**src/hw/sss_map.svh**
```systemverilog
// Behaviour
// - One 32-bit word carries a 16-bit left and 16-bit right sample.
// - Bit clock of 7.5 MHz and rate-selected word clock come from system clock.
// - One sample request is raised per word-clock period, in step with it.
// - Buffered word is shifted out one bit per bit clock, channels merged.
// - Sample register is 32-bit write-only, reset zero; writing it clears request.
// - Control register holds four bits D3..D0, zero at reset; D31..D4 unused.
// - Control bit D0 off stops the word clock and playback.
// - Rates 8k, 11.025k, 22.05k, 44.1k; higher rate bit wins.
`ifndef SSS_MAP_SVH
`define SSS_MAP_SVH

// ----------------------------------------
// Register offsets
// ----------------------------------------
`define SSS_OFF_SAMPLE     8'h00
`define SSS_OFF_CTRL       8'h04
`define SSS_OFF_IRQ_STAT   8'h08
`define SSS_OFF_IRQ_CLR    8'h0C
`define SSS_OFF_IRQ_EN     8'h10

// ----------------------------------------
// Field positions
// ----------------------------------------
`define SSS_BIT_ENABLE     0
`define SSS_BIT_RATE_HIGH  1
`define SSS_BIT_RATE_MID   2
`define SSS_BIT_RATE_LOW   3
`define SSS_EV_REQUEST     0
`define SSS_EV_UNDERRUN    1
`define SSS_LEFT_MSB       31
`define SSS_RIGHT_MSB      15

// ----------------------------------------
// Reset values
// ----------------------------------------
`define SSS_RST_SAMPLE     32'h0000_0000
`define SSS_RST_CTRL       4'h0
`define SSS_RST_EVENTS     2'h0

// ----------------------------------------
// Timing in Hz
// ----------------------------------------
`define SSS_CLK_HZ         32'h017D_7840
`define SSS_BIT_HZ         32'h0072_70E0
`define SSS_RATE_BASE_HZ   32'h0000_1F40
`define SSS_RATE_LOW_HZ    32'h0000_2B11
`define SSS_RATE_MID_HZ    32'h0000_5622
`define SSS_RATE_HIGH_HZ   32'h0000_AC44

`endif

```
**src/hw/sss_pkg.sv**
```systemverilog
package sss_pkg;

   // ----------------------------------------
   // Shared types
   // ----------------------------------------
   typedef logic [31:0] sss_word_t;

   typedef enum logic {
      SSS_PHASE_LEFT,
      SSS_PHASE_RIGHT
   } sss_phase_e;

   typedef struct packed {
      logic bit_clock;
      logic word_select_clock;
      logic serial_data;
   } sss_link_s;

   typedef struct packed {
      logic       rate_low_select;
      logic       rate_mid_select;
      logic       rate_high_select;
      logic       output_enable_bit;
   } sss_ctrl_s;

endpackage

```
**src/hw/sss_top.sv**
```systemverilog
// The plain strobed port and the register offsets were left to the implementer.
`timescale 1ns/1ps
`include "sss_map.svh"

module sss_top
   import sss_pkg::*;
#(
   parameter logic [31:0] CLK_HZ = `SSS_CLK_HZ,
   parameter logic [31:0] BIT_HZ = `SSS_BIT_HZ
)(
   input  wire logic      clk,
   input  wire logic      reset_n,
   input  wire logic [7:0] reg_addr,
   input  wire sss_word_t reg_wdata,
   input  wire logic      reg_wr,
   input  wire logic      reg_rd,
   output sss_word_t      reg_rdata,
   output logic           sample_request_irq_n,
   output logic           irq,
   output sss_link_s      dac
);

   // ----------------------------------------
   // Parameter check
   // ----------------------------------------
   // The bit clock toggles at most once per system clock cycle
   if ((BIT_HZ * 2) > CLK_HZ) begin : g_bad_bit_rate
      $error("Bit clock too fast for system clock");
   end
   if ((`SSS_RATE_HIGH_HZ * 64) > BIT_HZ) begin : g_bad_word_rate
      $error("Bit clock too slow for 32 bits per word");
   end

   // ----------------------------------------
   // Reset release
   // ----------------------------------------
   logic rst_meta_r;
   logic rst_n_r;

   always_ff @(posedge clk or negedge reset_n) begin
      if (!reset_n) begin
         rst_meta_r <= 1'b0;
         rst_n_r    <= 1'b0;
      end else begin
         rst_meta_r <= 1'b1;
         rst_n_r    <= rst_meta_r;
      end
   end

   // ----------------------------------------
   // Address decode
   // ----------------------------------------
   logic wr_sample;
   logic wr_ctrl;
   logic wr_clr;
   logic wr_en;

   assign wr_sample = reg_wr && (reg_addr == `SSS_OFF_SAMPLE);
   assign wr_ctrl   = reg_wr && (reg_addr == `SSS_OFF_CTRL);
   assign wr_clr    = reg_wr && (reg_addr == `SSS_OFF_IRQ_CLR);
   assign wr_en     = reg_wr && (reg_addr == `SSS_OFF_IRQ_EN);

   // ----------------------------------------
   // Sample and control registers
   // ----------------------------------------
   sss_word_t sample_r;
   sss_ctrl_s ctrl_r;
   logic      fresh_r;
   logic      period_start;

   always_ff @(posedge clk or negedge rst_n_r) begin
      if (!rst_n_r) begin
         sample_r <= `SSS_RST_SAMPLE;
      end else if (wr_sample) begin
         sample_r <= reg_wdata;
      end
   end

   always_ff @(posedge clk or negedge rst_n_r) begin
      if (!rst_n_r) begin
         ctrl_r <= `SSS_RST_CTRL;
      end else if (wr_ctrl) begin
         ctrl_r <= reg_wdata[3:0];
      end
   end

   // Marks that the host refilled the buffer since the last period
   always_ff @(posedge clk or negedge rst_n_r) begin
      if (!rst_n_r) begin
         fresh_r <= 1'b0;
      end else if (wr_sample) begin
         fresh_r <= 1'b1;
      end else if (period_start) begin
         fresh_r <= 1'b0;
      end
   end

   // ----------------------------------------
   // Word rate select
   // ----------------------------------------
   logic [31:0] rate_hz;

   always_comb begin
      if (ctrl_r.rate_high_select) begin
         rate_hz = `SSS_RATE_HIGH_HZ;
      end else if (ctrl_r.rate_mid_select) begin
         rate_hz = `SSS_RATE_MID_HZ;
      end else if (ctrl_r.rate_low_select) begin
         rate_hz = `SSS_RATE_LOW_HZ;
      end else begin
         rate_hz = `SSS_RATE_BASE_HZ;
      end
   end

   // ----------------------------------------
   // Bit clock generator
   // ----------------------------------------
   // Fractional accumulator keeps the average rate exact even though
   // the system clock is not a whole multiple of the bit clock
   logic [32:0] bit_acc_r;
   logic [32:0] bit_sum;
   logic        bit_tick;
   logic        bclk_r;
   logic        bit_fall;

   assign bit_sum  = bit_acc_r + {BIT_HZ, 1'b0};
   assign bit_tick = bit_sum >= {1'b0, CLK_HZ};
   assign bit_fall = bit_tick && bclk_r;

   always_ff @(posedge clk or negedge rst_n_r) begin
      if (!rst_n_r) begin
         bit_acc_r <= 33'h0_0000_0000;
      end else if (bit_tick) begin
         bit_acc_r <= bit_sum - {1'b0, CLK_HZ};
      end else begin
         bit_acc_r <= bit_sum;
      end
   end

   always_ff @(posedge clk or negedge rst_n_r) begin
      if (!rst_n_r) begin
         bclk_r <= 1'b0;
      end else if (bit_tick) begin
         bclk_r <= ~bclk_r;
      end
   end

   // ----------------------------------------
   // Word clock generator
   // ----------------------------------------
   logic [32:0] word_acc_r;
   logic [32:0] word_sum;
   logic        word_tick;
   logic        ws_pend_r;
   sss_phase_e  phase_r;
   logic        phase_flip;

   assign word_sum   = word_acc_r + {rate_hz, 1'b0};
   assign word_tick  = word_sum >= {1'b0, CLK_HZ};
   assign phase_flip = bit_fall && ws_pend_r;

   always_ff @(posedge clk or negedge rst_n_r) begin
      if (!rst_n_r) begin
         word_acc_r <= 33'h0_0000_0000;
      end else if (!ctrl_r.output_enable_bit) begin
         word_acc_r <= 33'h0_0000_0000;
      end else if (word_tick) begin
         word_acc_r <= word_sum - {1'b0, CLK_HZ};
      end else begin
         word_acc_r <= word_sum;
      end
   end

   // Half-period ticks wait for a bit clock falling edge
   always_ff @(posedge clk or negedge rst_n_r) begin
      if (!rst_n_r) begin
         ws_pend_r <= 1'b0;
      end else if (!ctrl_r.output_enable_bit) begin
         ws_pend_r <= 1'b0;
      end else if (word_tick) begin
         ws_pend_r <= 1'b1;
      end else if (phase_flip) begin
         ws_pend_r <= 1'b0;
      end
   end

   always_ff @(posedge clk or negedge rst_n_r) begin
      if (!rst_n_r) begin
         phase_r <= SSS_PHASE_LEFT;
      end else if (!ctrl_r.output_enable_bit) begin
         phase_r <= SSS_PHASE_LEFT;
      end else if (phase_flip) begin
         case (phase_r)
            SSS_PHASE_LEFT:  phase_r <= SSS_PHASE_RIGHT;
            SSS_PHASE_RIGHT: phase_r <= SSS_PHASE_LEFT;
            default:         phase_r <= SSS_PHASE_LEFT;
         endcase
      end
   end

   // A new period opens when the word clock returns to the left phase
   assign period_start = phase_flip && (phase_r == SSS_PHASE_RIGHT);

   // ----------------------------------------
   // Parallel to serial
   // ----------------------------------------
   sss_word_t   frame_r;
   logic [15:0] shift_r;

   always_ff @(posedge clk or negedge rst_n_r) begin
      if (!rst_n_r) begin
         frame_r <= `SSS_RST_SAMPLE;
      end else if (period_start) begin
         frame_r <= sample_r;
      end
   end

   always_ff @(posedge clk or negedge rst_n_r) begin
      if (!rst_n_r) begin
         shift_r <= 16'h0000;
      end else if (!ctrl_r.output_enable_bit) begin
         shift_r <= 16'h0000;
      end else if (period_start) begin
         shift_r <= sample_r[`SSS_LEFT_MSB -: 16];
      end else if (phase_flip) begin
         shift_r <= frame_r[`SSS_RIGHT_MSB -: 16];
      end else if (bit_fall) begin
         shift_r <= {shift_r[14:0], 1'b0};
      end
   end

   // Link outputs all come straight from flip-flops
   assign dac.bit_clock         = bclk_r;
   assign dac.word_select_clock = (phase_r == SSS_PHASE_RIGHT);
   assign dac.serial_data       = shift_r[15];

   // ----------------------------------------
   // Interrupt status
   // ----------------------------------------
   logic [1:0] events;
   logic [1:0] stat_r;
   logic [1:0] ien_r;
   logic [1:0] clr_mask;

   assign events[`SSS_EV_REQUEST]  = period_start;
   assign events[`SSS_EV_UNDERRUN] = period_start && !fresh_r;

   always_comb begin
      clr_mask = 2'h0;
      if (wr_clr) begin
         clr_mask = reg_wdata[1:0];
      end
      if (wr_sample) begin
         clr_mask[`SSS_EV_REQUEST] = 1'b1;
      end
   end

   // A new event in the clearing cycle survives the clear
   always_ff @(posedge clk or negedge rst_n_r) begin
      if (!rst_n_r) begin
         stat_r <= `SSS_RST_EVENTS;
      end else begin
         stat_r <= (stat_r & ~clr_mask) | events;
      end
   end

   always_ff @(posedge clk or negedge rst_n_r) begin
      if (!rst_n_r) begin
         ien_r <= `SSS_RST_EVENTS;
      end else if (wr_en) begin
         ien_r <= reg_wdata[1:0];
      end
   end

   assign sample_request_irq_n = ~stat_r[`SSS_EV_REQUEST];
   assign irq                  = |(stat_r & ien_r);

   // ----------------------------------------
   // Read port
   // ----------------------------------------
   sss_word_t rdata_r;
   sss_word_t rd_mux;

   // Sample register is write-only and unmapped addresses read zero
   always_comb begin
      rd_mux = 32'h0000_0000;
      case (reg_addr)
         `SSS_OFF_CTRL:     rd_mux[3:0] = ctrl_r;
         `SSS_OFF_IRQ_STAT: rd_mux[1:0] = stat_r;
         `SSS_OFF_IRQ_EN:   rd_mux[1:0] = ien_r;
         default:           rd_mux      = 32'h0000_0000;
      endcase
   end

   always_ff @(posedge clk or negedge rst_n_r) begin
      if (!rst_n_r) begin
         rdata_r <= 32'h0000_0000;
      end else if (reg_rd) begin
         rdata_r <= rd_mux;
      end else begin
         rdata_r <= 32'h0000_0000;
      end
   end

   assign reg_rdata = rdata_r;

endmodule // sss_top

```
**config.mk**
```make
export PLATFORM = sky130hd
export DESIGN_NAME = sss_top
export DESIGN_NICKNAME = d
export VERILOG_FILES = /design/src/hw/sss_pkg.sv /design/src/hw/sss_top.sv
export VERILOG_INCLUDE_DIRS = /design/src /design/src/hw
export SDC_FILE = /design/constraint.sdc
export NUM_CORES = 1
export LEC_CHECK = 0
export ABC_AREA = 1
export BUFFER_PORTS_ARGS = -buffer_cell sky130_fd_sc_hd__buf_4
export CAP_MARGIN = 20
export CORE_UTILIZATION = 59
export DETAILED_ROUTE_END_ITERATION = 7
export PLACE_DENSITY = 0.78
export SLEW_MARGIN = 20
export SYNTH_ARGS = -nofsm -noshare
export SYNTH_HDL_FRONTEND = slang
export SYNTH_SLANG_ARGS = --single-unit
```
**constraint.sdc**
```tcl
create_clock -name clk -period 5.3 [get_ports clk]
set_input_delay 0.265 -clock clk [delete_from_list [all_inputs] [get_ports clk]]
set_output_delay 0.265 -clock clk [all_outputs]
set_load 0.01 [all_outputs]
```
==> flow_summary_export.csv, run 1 <==
group,metric,value,unit
power_and_ir_drop,ir_drop,0.284,mV
setup_path,r2r_cells,21,
logic_synthesis,synth.avg_cell_area,6.75,µm²
sta,slew_headroom,47.1,%
floorplanning,fp.dieW,136,µm
cts,clock-sinks,141,
sta,slew_violations,0,
power_and_ir_drop,leakage,6.30,nW
drt,final_antenna_net_count,0,
setup_path,crit_path_max_incr_delay,0.68,ns
drt,wl_per_cell,14.6,µm
floorplanning,fp.dieH,136,µm
setup_path,endpoint,"word_acc_r[10]",
status,status,"finished, final reports clean",
setup_path,crit_top_cell,"nand2_1",
cts,cts_setup_buffers,0,
cts,htreeDepth,4,
logic_synthesis,syn_area,10600,µm²
floorplanning,core_region_area,17400,µm²
logic_synthesis,seq_area_frac_synth,33.3,%
cts,clkTransAtPathRegs,0.07,ns
sta,worstMarginPinSlew,0.794,ns
final_layout,drive_above_1_share,13.2,%
setup_path,slowest_stage,"dfrtp_1",
grt,grt_overflow,0,
placement,dp_hpwl,20400,µm
setup_path,cp-start-kind,"flip-flop",
power_and_ir_drop,p_total,4.98,mW
logic_synthesis,yosys_most_used_dff,"dfrtp_1",
drt,vias_per_cell,5.40,
final_layout,nNetsFinal,1674,
min_path,hold_path.class,"primary input to flip-flop",
sta,period_share,77.2,%
cts,ctsRootBufferMaster,"clkbuf_16",
setup_path,crit_chain,"inv_1, a21oi_1, inv_1, ha_1, a21o_1, a21oi_1, nand2_1, a21oi_1, nand2_1, nand3b_1, nand2_1, inv_2, nand2_1, nor2_1, nand2_1, nor2_4, nand3_4, nand2_1, inv_1, nand2_1, nand2_1",
setup_path,crit_type,"flip-flop to flip-flop",
floorplanning,die_area,18500,µm²
min_path,min_path_cells,2,
grt,grt_pass1_vias,9396,
power_and_ir_drop,powerDensity,429,nW/µm²
logic_synthesis,synth_seq_cells,141,
drt,dr_total_vias,10000,
final_layout,stdcell_area,11600,µm²
floorplanning,start_util,60.8,%
sta,hold_viol,0,
logic_synthesis,syn_inst,1570,
final_layout,syn_to_final_growth,9.75,%
setup_path,r2r_end,"word_acc_r[10]",
sta,rsz0062_at_grt,"false",
grt,antenna_found_initial,0,
drt,routed_wl,27000,µm
final_layout,layout_commonest_cell,"nand2_1",
job,max_cap_viol_count,0,
logic_synthesis,synth_edf_count,0,
final_layout,multi_input_comb_area,5880,µm²
final_layout,final_cell_mix,"525 x nand2_1, 200 x inv_1, 157 x nor2_1",
placement,port_buffers,52,
grt,grt_pass1_wl,44600,µm
grt,grt_max_degree,65,
sta,timing.fmax,245,MHz
sta,setup-tns-final,0,ns
sta,fin_crit,4.09,ns
sta,final-setup-viol-count,0,
sta,fin_skew,0.0137,ns
setup_path,end_kind,"flip-flop",
placement,routabilityCongestion,0.954,
cts,insertion_delay,0.44,ns
placement,place_area,11000,µm²
final_layout,seq_area,3530,µm²
cts,cts_max_path_buffers,2,
logic_synthesis,ys_types,49,
drt,first_pass_iters,5,
drt,drtIter0Drc,863,
setup_path,crit_start,"ctrl_r[2]",
logic_synthesis,async_reset_ff_share,100,%
setup_path,timing.rr.start,"ctrl_r[2]",
grt,gr-usage-all-layers,30.9,%
cts,cts_tree,"yes",
floorplanning,num_io_pins,81,
setup_path,crit_path_max_fanout,35,
final_layout,fillCellCount,1567,
drt,remaining_drc_errors,0,
setup_path,critPathArrivalTime,4.41,ns
cts,cts_buffers,17,
setup_path,rrSetupSlack,1.21,ns
logic_synthesis,yosys_warnings,0,
floorplanning,fp-row-count,48,
setup_path,cp.required,5.62,ns
## cell families after synthesis
| family | Yosys count | share of synthesized area (%) |
|---|---|---|
| buffers and inverters | 292 | 12.1 |
| AO/OA/AOI/OAI | 85 | 4.68 |
| flip-flops | 141 | 33.3 |
| XOR/XNOR | 46 | 3.87 |
| multiplexers | 30 | 3.19 |
| adder cells (fa/ha/maj) | 18 | 2.13 |
| other | 2 | 0.0709 |
| AND/OR/NAND/NOR | 956 | 40.6 |
## power breakdown
part | switching (mW) | internal [mW]
Combinational | 1.54 | 0.749
Sequential | 0.206 | 1.26
Clock | 0.552 | 0.681
## critical path, delay by kind of cell, from the launching register on
kind / cells / cell delay, ns
DFF: 1 / 0.68
AOI/OAI and AO/OA: 4 / 0.99
and+or+nand+nor: 12 / 1.53
adders and majority gates: 1 / 0.39
buffers and inverters: 4 / 0.38
## what timing repair did
action / CTS / global route
endpoints found under the setup margin: 0 / 0
hold buffers: 1 / 0
hold endpoints to repair: 2 / 0
gates resized for setup: 0 / 0
## Yosys cell counts (2+ instances only)
| master | count | area (µm²) |
|---|---|---|
| nand2_2 | 21 | 131 |
| nand3_1 | 114 | 571 |
| a21boi_0 | 3 | 22.5 |
| nor4_1 | 3 | 18.8 |
| nor3_1 | 25 | 125 |
| xnor2_1 | 9 | 78.8 |
| nand4_2 | 2 | 25.0 |
| mux2_2 | 30 | 338 |
| o21ai_0 | 24 | 120 |
| a21o_1 | 2 | 15.0 |
| inv_1 | 200 | 751 |
| nor2_1 | 157 | 589 |
| nand4_1 | 63 | 394 |
| nor2_4 | 3 | 33.8 |
| nand3_2 | 7 | 70.1 |
| inv_4 | 2 | 12.5 |
| xor2_1 | 36 | 315 |
| buf_4 | 33 | 248 |
| dfrtp_1 | 141 | 3530 |
| o211ai_1 | 2 | 15.0 |
| buf_6 | 6 | 67.6 |
| buf_2 | 10 | 50.1 |
| nand2_4 | 2 | 22.5 |
| conb_1 | 2 | 7.51 |
| ha_1 | 18 | 225 |
| a21oi_2 | 7 | 61.3 |
| nand3_4 | 7 | 123 |
| a21oi_1 | 12 | 60.1 |
| buf_1 | 2 | 7.51 |
| clkbuf_1 | 11 | 41.3 |
| nand3b_1 | 11 | 82.6 |
| inv_2 | 27 | 101 |
| nand2_1 | 525 | 1970 |
| nor2_2 | 9 | 56.3 |
| o21ai_1 | 29 | 145 |
| nand2_8 | 2 | 40.0 |
## flip-flops by register name, indices dropped and copies added (netlist names)
register	cells
reg_rdata	4
bit_acc_r	27
sample_r	32
shift_r	16
stat_r	2
word_acc_r	32
ws_pend_r	1
rst_meta_r	1
ien_r	2
bclk_r	1
rst_n_r	1
frame_r	16
phase_r	1
ctrl_r	4
fresh_r	1
## per-stage QoR
step | hold slack, ns | setup slack [ns] | utilization (%) | cells
final | 0.0524 | 1.21 | 66.7 | 1851
after global routing | 0.0409 | 0.779 | 66.7 | 1850
after CTS | 0.0403 | 1.28 | 66.7 | 1850
after detailed placement | 0.0493 | 1.34 | 63.1 | 1817
after global placement | 0.0473 | 1.37 | 63.1 | 1817
after floorplan | -0.0306 | 1.08 | - | 1597
## final cells by class
class	instances	share of cell area [%]
Tap cell	225	2.42
Antenna cell	1	0.0215
Sequential cell	141	30.4
Clock inverter	15	1.67
Multi-Input combinational cell	1164	50.6
Timing Repair Buffer	58	3.77
Clock buffer	17	3.66
Inverter	230	7.47
## routing by layer
layer	global-route usage (%)	routed length (µm)	vias to the layer above
met5	0	0	-
met3	3.99	1480	57
met4	12.2	764	0
li1	-	-	4978
met1	41.8	12100	4635
met2	50.3	12600	334
## worst min path at each step
stage	end	from	slack [ns]
5_1_grt	sample_r[18]	reg_wdata[18]	0.04
4_1_cts	sample_r[21]	reg_wdata[21]	0.04
3_3_place_gp	rst_meta_r	reset_n	0.05
6_report	sample_r[21]	reg_wdata[21]	0.05
3_5_place_dp	rst_meta_r	reset_n	0.05
2_1_floorplan	rst_meta_r	reset_n	-0.03
No activity file was read; power rests on OpenSTA's default activity.
==> run 2, diff against run 1 <==
--- a/config.mk
+++ b/config.mk
@@ -9,7 +9,7 @@
 export ABC_AREA = 1
 export BUFFER_PORTS_ARGS = -buffer_cell sky130_fd_sc_hd__buf_4
 export CAP_MARGIN = 20
-export CORE_UTILIZATION = 59
+export CORE_UTILIZATION = 56
 export DETAILED_ROUTE_END_ITERATION = 7
 export PLACE_DENSITY = 0.78
 export SLEW_MARGIN = 20
==> constraint.sdc (replaced) <==
create_clock -name clk -period 3.7 [get_ports clk]
set_input_delay 0.185 -clock clk [delete_from_list [all_inputs] [get_ports clk]]
set_output_delay 0.185 -clock clk [all_outputs]
set_load 0.01 [all_outputs]
==> run 2 against run 1 <==
Compared with the run above:
- via count up 2.4%
- combinational power rose by 51%
- flip-flop and latch count unchanged
- maximum frequency is 20% higher
- first-iteration DRC count up 2.1%
- sequential share of layout area is 1.2 points lower
- largest power group unchanged
==> flow_summary_export.csv, run 2 (same netlist as run 1, synthesis figures left out) <==
group,metric,value,unit
final_layout,antennaDiodeCount,0,
placement,routabilityCongestion,0.982,
setup_path,critPathArrivalTime,3.70,ns
min_path,hold_path.class,"primary input to flip-flop",
final_layout,reg_top3,"sample_r: 32 flops, word_acc_r: 32 flops, bit_acc_r: 27 flops",
drt,vias_per_cell,5.38,
cts,ctsRootBufferMaster,"clkbuf_16",
floorplanning,fp.dieW,140,µm
final_layout,nNetsFinal,1723,
sta,rsz0062_at_grt,"true",
floorplanning,start_util,58.0,%
job,max_cap_viol_count,0,
drt,drtIter0Drc,881,
final_layout,drive_above_1_share,14.6,%
sta,final-setup-viol-count,0,
floorplanning,fp.dieH,140,µm
grt,grt_max_degree,70,
floorplanning,die_area,19500,µm²
drt,remaining_drc_errors,0,
placement,dp_hpwl,20500,µm
sta,slew_violations,0,
cts,cts_max_path_buffers,2,
sta,slew_headroom,36.7,%
setup_path,crit_top_cell,"nand2_1",
status,status,"finished, final reports clean",
final_layout,final_cell_mix,"519 x nand2_1, 199 x inv_1, 157 x nor2_1",
final_layout,fillCellCount,1570,
placement,place_area,11100,µm²
drt,routed_wl,27800,µm
floorplanning,fp-row-count,49,
sta,hold_viol,0,
sta,worstMarginPinSlew,0.949,ns
sta,fin_crit,3.40,ns
grt,grt_pass1_vias,9677,
sta,timing.fmax,294,MHz
floorplanning,num_io_pins,81,
setup_path,cp.required,4.00,ns
grt,grt_overflow,0,
drt,wl_per_cell,14.6,µm
setup_path,cp-start-kind,"flip-flop",
setup_path,slowest_stage,"dfrtp_2",
drt,final_antenna_net_count,0,
power_and_ir_drop,leakage,6.49,nW
cts,clkTransAtPathRegs,0.06,ns
drt,first_pass_iters,5,
setup_path,crit_path_max_incr_delay,0.45,ns
cts,htreeDepth,4,
cts,insertion_delay,0.43,ns
setup_path,crit_type,"flip-flop to flip-flop",
sta,period_share,92.0,%
grt,antenna_found_initial,0,
sta,fin_ws,0.296,ns
final_layout,stdcell_area,12100,µm²
setup_path,crit_path_max_fanout,7,
final_layout,syn_to_final_growth,14.1,%
setup_path,end_kind,"flip-flop",
sta,fin_skew,0.0128,ns
placement,port_buffers,52,
grt,grt_pass1_wl,46200,µm
power_and_ir_drop,ir_drop,0.497,mV
cts,cts_buffers,17,
power_and_ir_drop,powerDensity,593,nW/µm²
drt,dr_total_vias,10200,
placement,dp_slack,0.0624,ns
final_layout,layout_commonest_cell,"nand2_1",
grt,gr-usage-all-layers,29.7,%
cts,cts_tree,"yes",
cts,clock-sinks,141,
floorplanning,core_region_area,18300,µm²
## run 2: worst paths after layout
check / slack [ns] / depth (start not counted) / start / end
max: 0.30 / 25 / ctrl_r[1] / word_acc_r[14]
min: 0.0008 / 2 / reg_wdata[25] / sample_r[25]
max reg2reg: 0.30 / 25 / ctrl_r[1] / word_acc_r[14]
min reg2reg: 0.37 / 0 / rst_meta_r / rst_n_r
max in group asynchronous: 2.34 / 1 / rst_n_r / bit_acc_r[31]
min in group asynchronous: 0.11 / 2 / reset_n / rst_n_r
## run 2: where the power goes
part	switching [mW]	total (mW)	internal, mW	leakage (nW)
sequential	0.286	2.09	1.80	1.82
combinational	2.29	3.45	1.16	4.40
clock	0.746	1.63	0.883	0.269
## run 2: what timing repair did
action / 4_1_cts / 5_1_grt
gates resized for setup: 0 / 16
endpoints found under the setup margin: 0 / 26
hold buffers: 31 / 0
buffers inserted: 0 / 2
hold endpoints to repair: 32 / 0
## run 2: area by class of cell
cell class | count | area, µm² | area share, %
clock buffers | 18 | 429 | 3.55
clock inverters | 14 | 129 | 1.07
inverters | 230 | 868 | 7.18
multi-input cells | 1165 | 5940 | 49.2
flip-flops and latches | 141 | 3530 | 29.2
well taps | 229 | 287 | 2.37
repair buffers | 106 | 898 | 7.43
## run 2: per-stage QoR
step | instances | util (%) | setup TNS [ns] | hold slack [ns] | power [mW]
after global placement | 1837 | 61.0 | 0 | -0.0311 | 5.31
after CTS | 1900 | 65.7 | 0 | 0.000248 | 7.06
after detailed placement | 1837 | 61.0 | 0 | -0.0298 | 5.37
final | 1903 | 66.2 | 0 | 0.000784 | 7.17
after global routing | 1903 | 66.2 | -0.0101 | 0.00284 | 7.69
after floorplan | 1597 | - | 0 | -0.111 | 4.56
## run 2: critical path, delay by kind of cell, from the launching register on
family / cells / cell delay, ns
buf+inv: 6 / 0.67
flops: 1 / 0.45
fa+ha+maj: 2 / 0.35
compound gates: 1 / 0.07
simple gates: 16 / 1.72
## run 2: metal layers
| metal | vias to the layer above | GRT usage (%) | routed length, µm |
|---|---|---|---|
| met3 | 37 | 3.48 | 1600 |
| met4 | 0 | 7.84 | 404 |
| met1 | 4782 | 40.3 | 12400 |
| li1 | 5099 | - | - |
| met5 | - | 0 | 0 |
| met2 | 322 | 50.4 | 13400 |
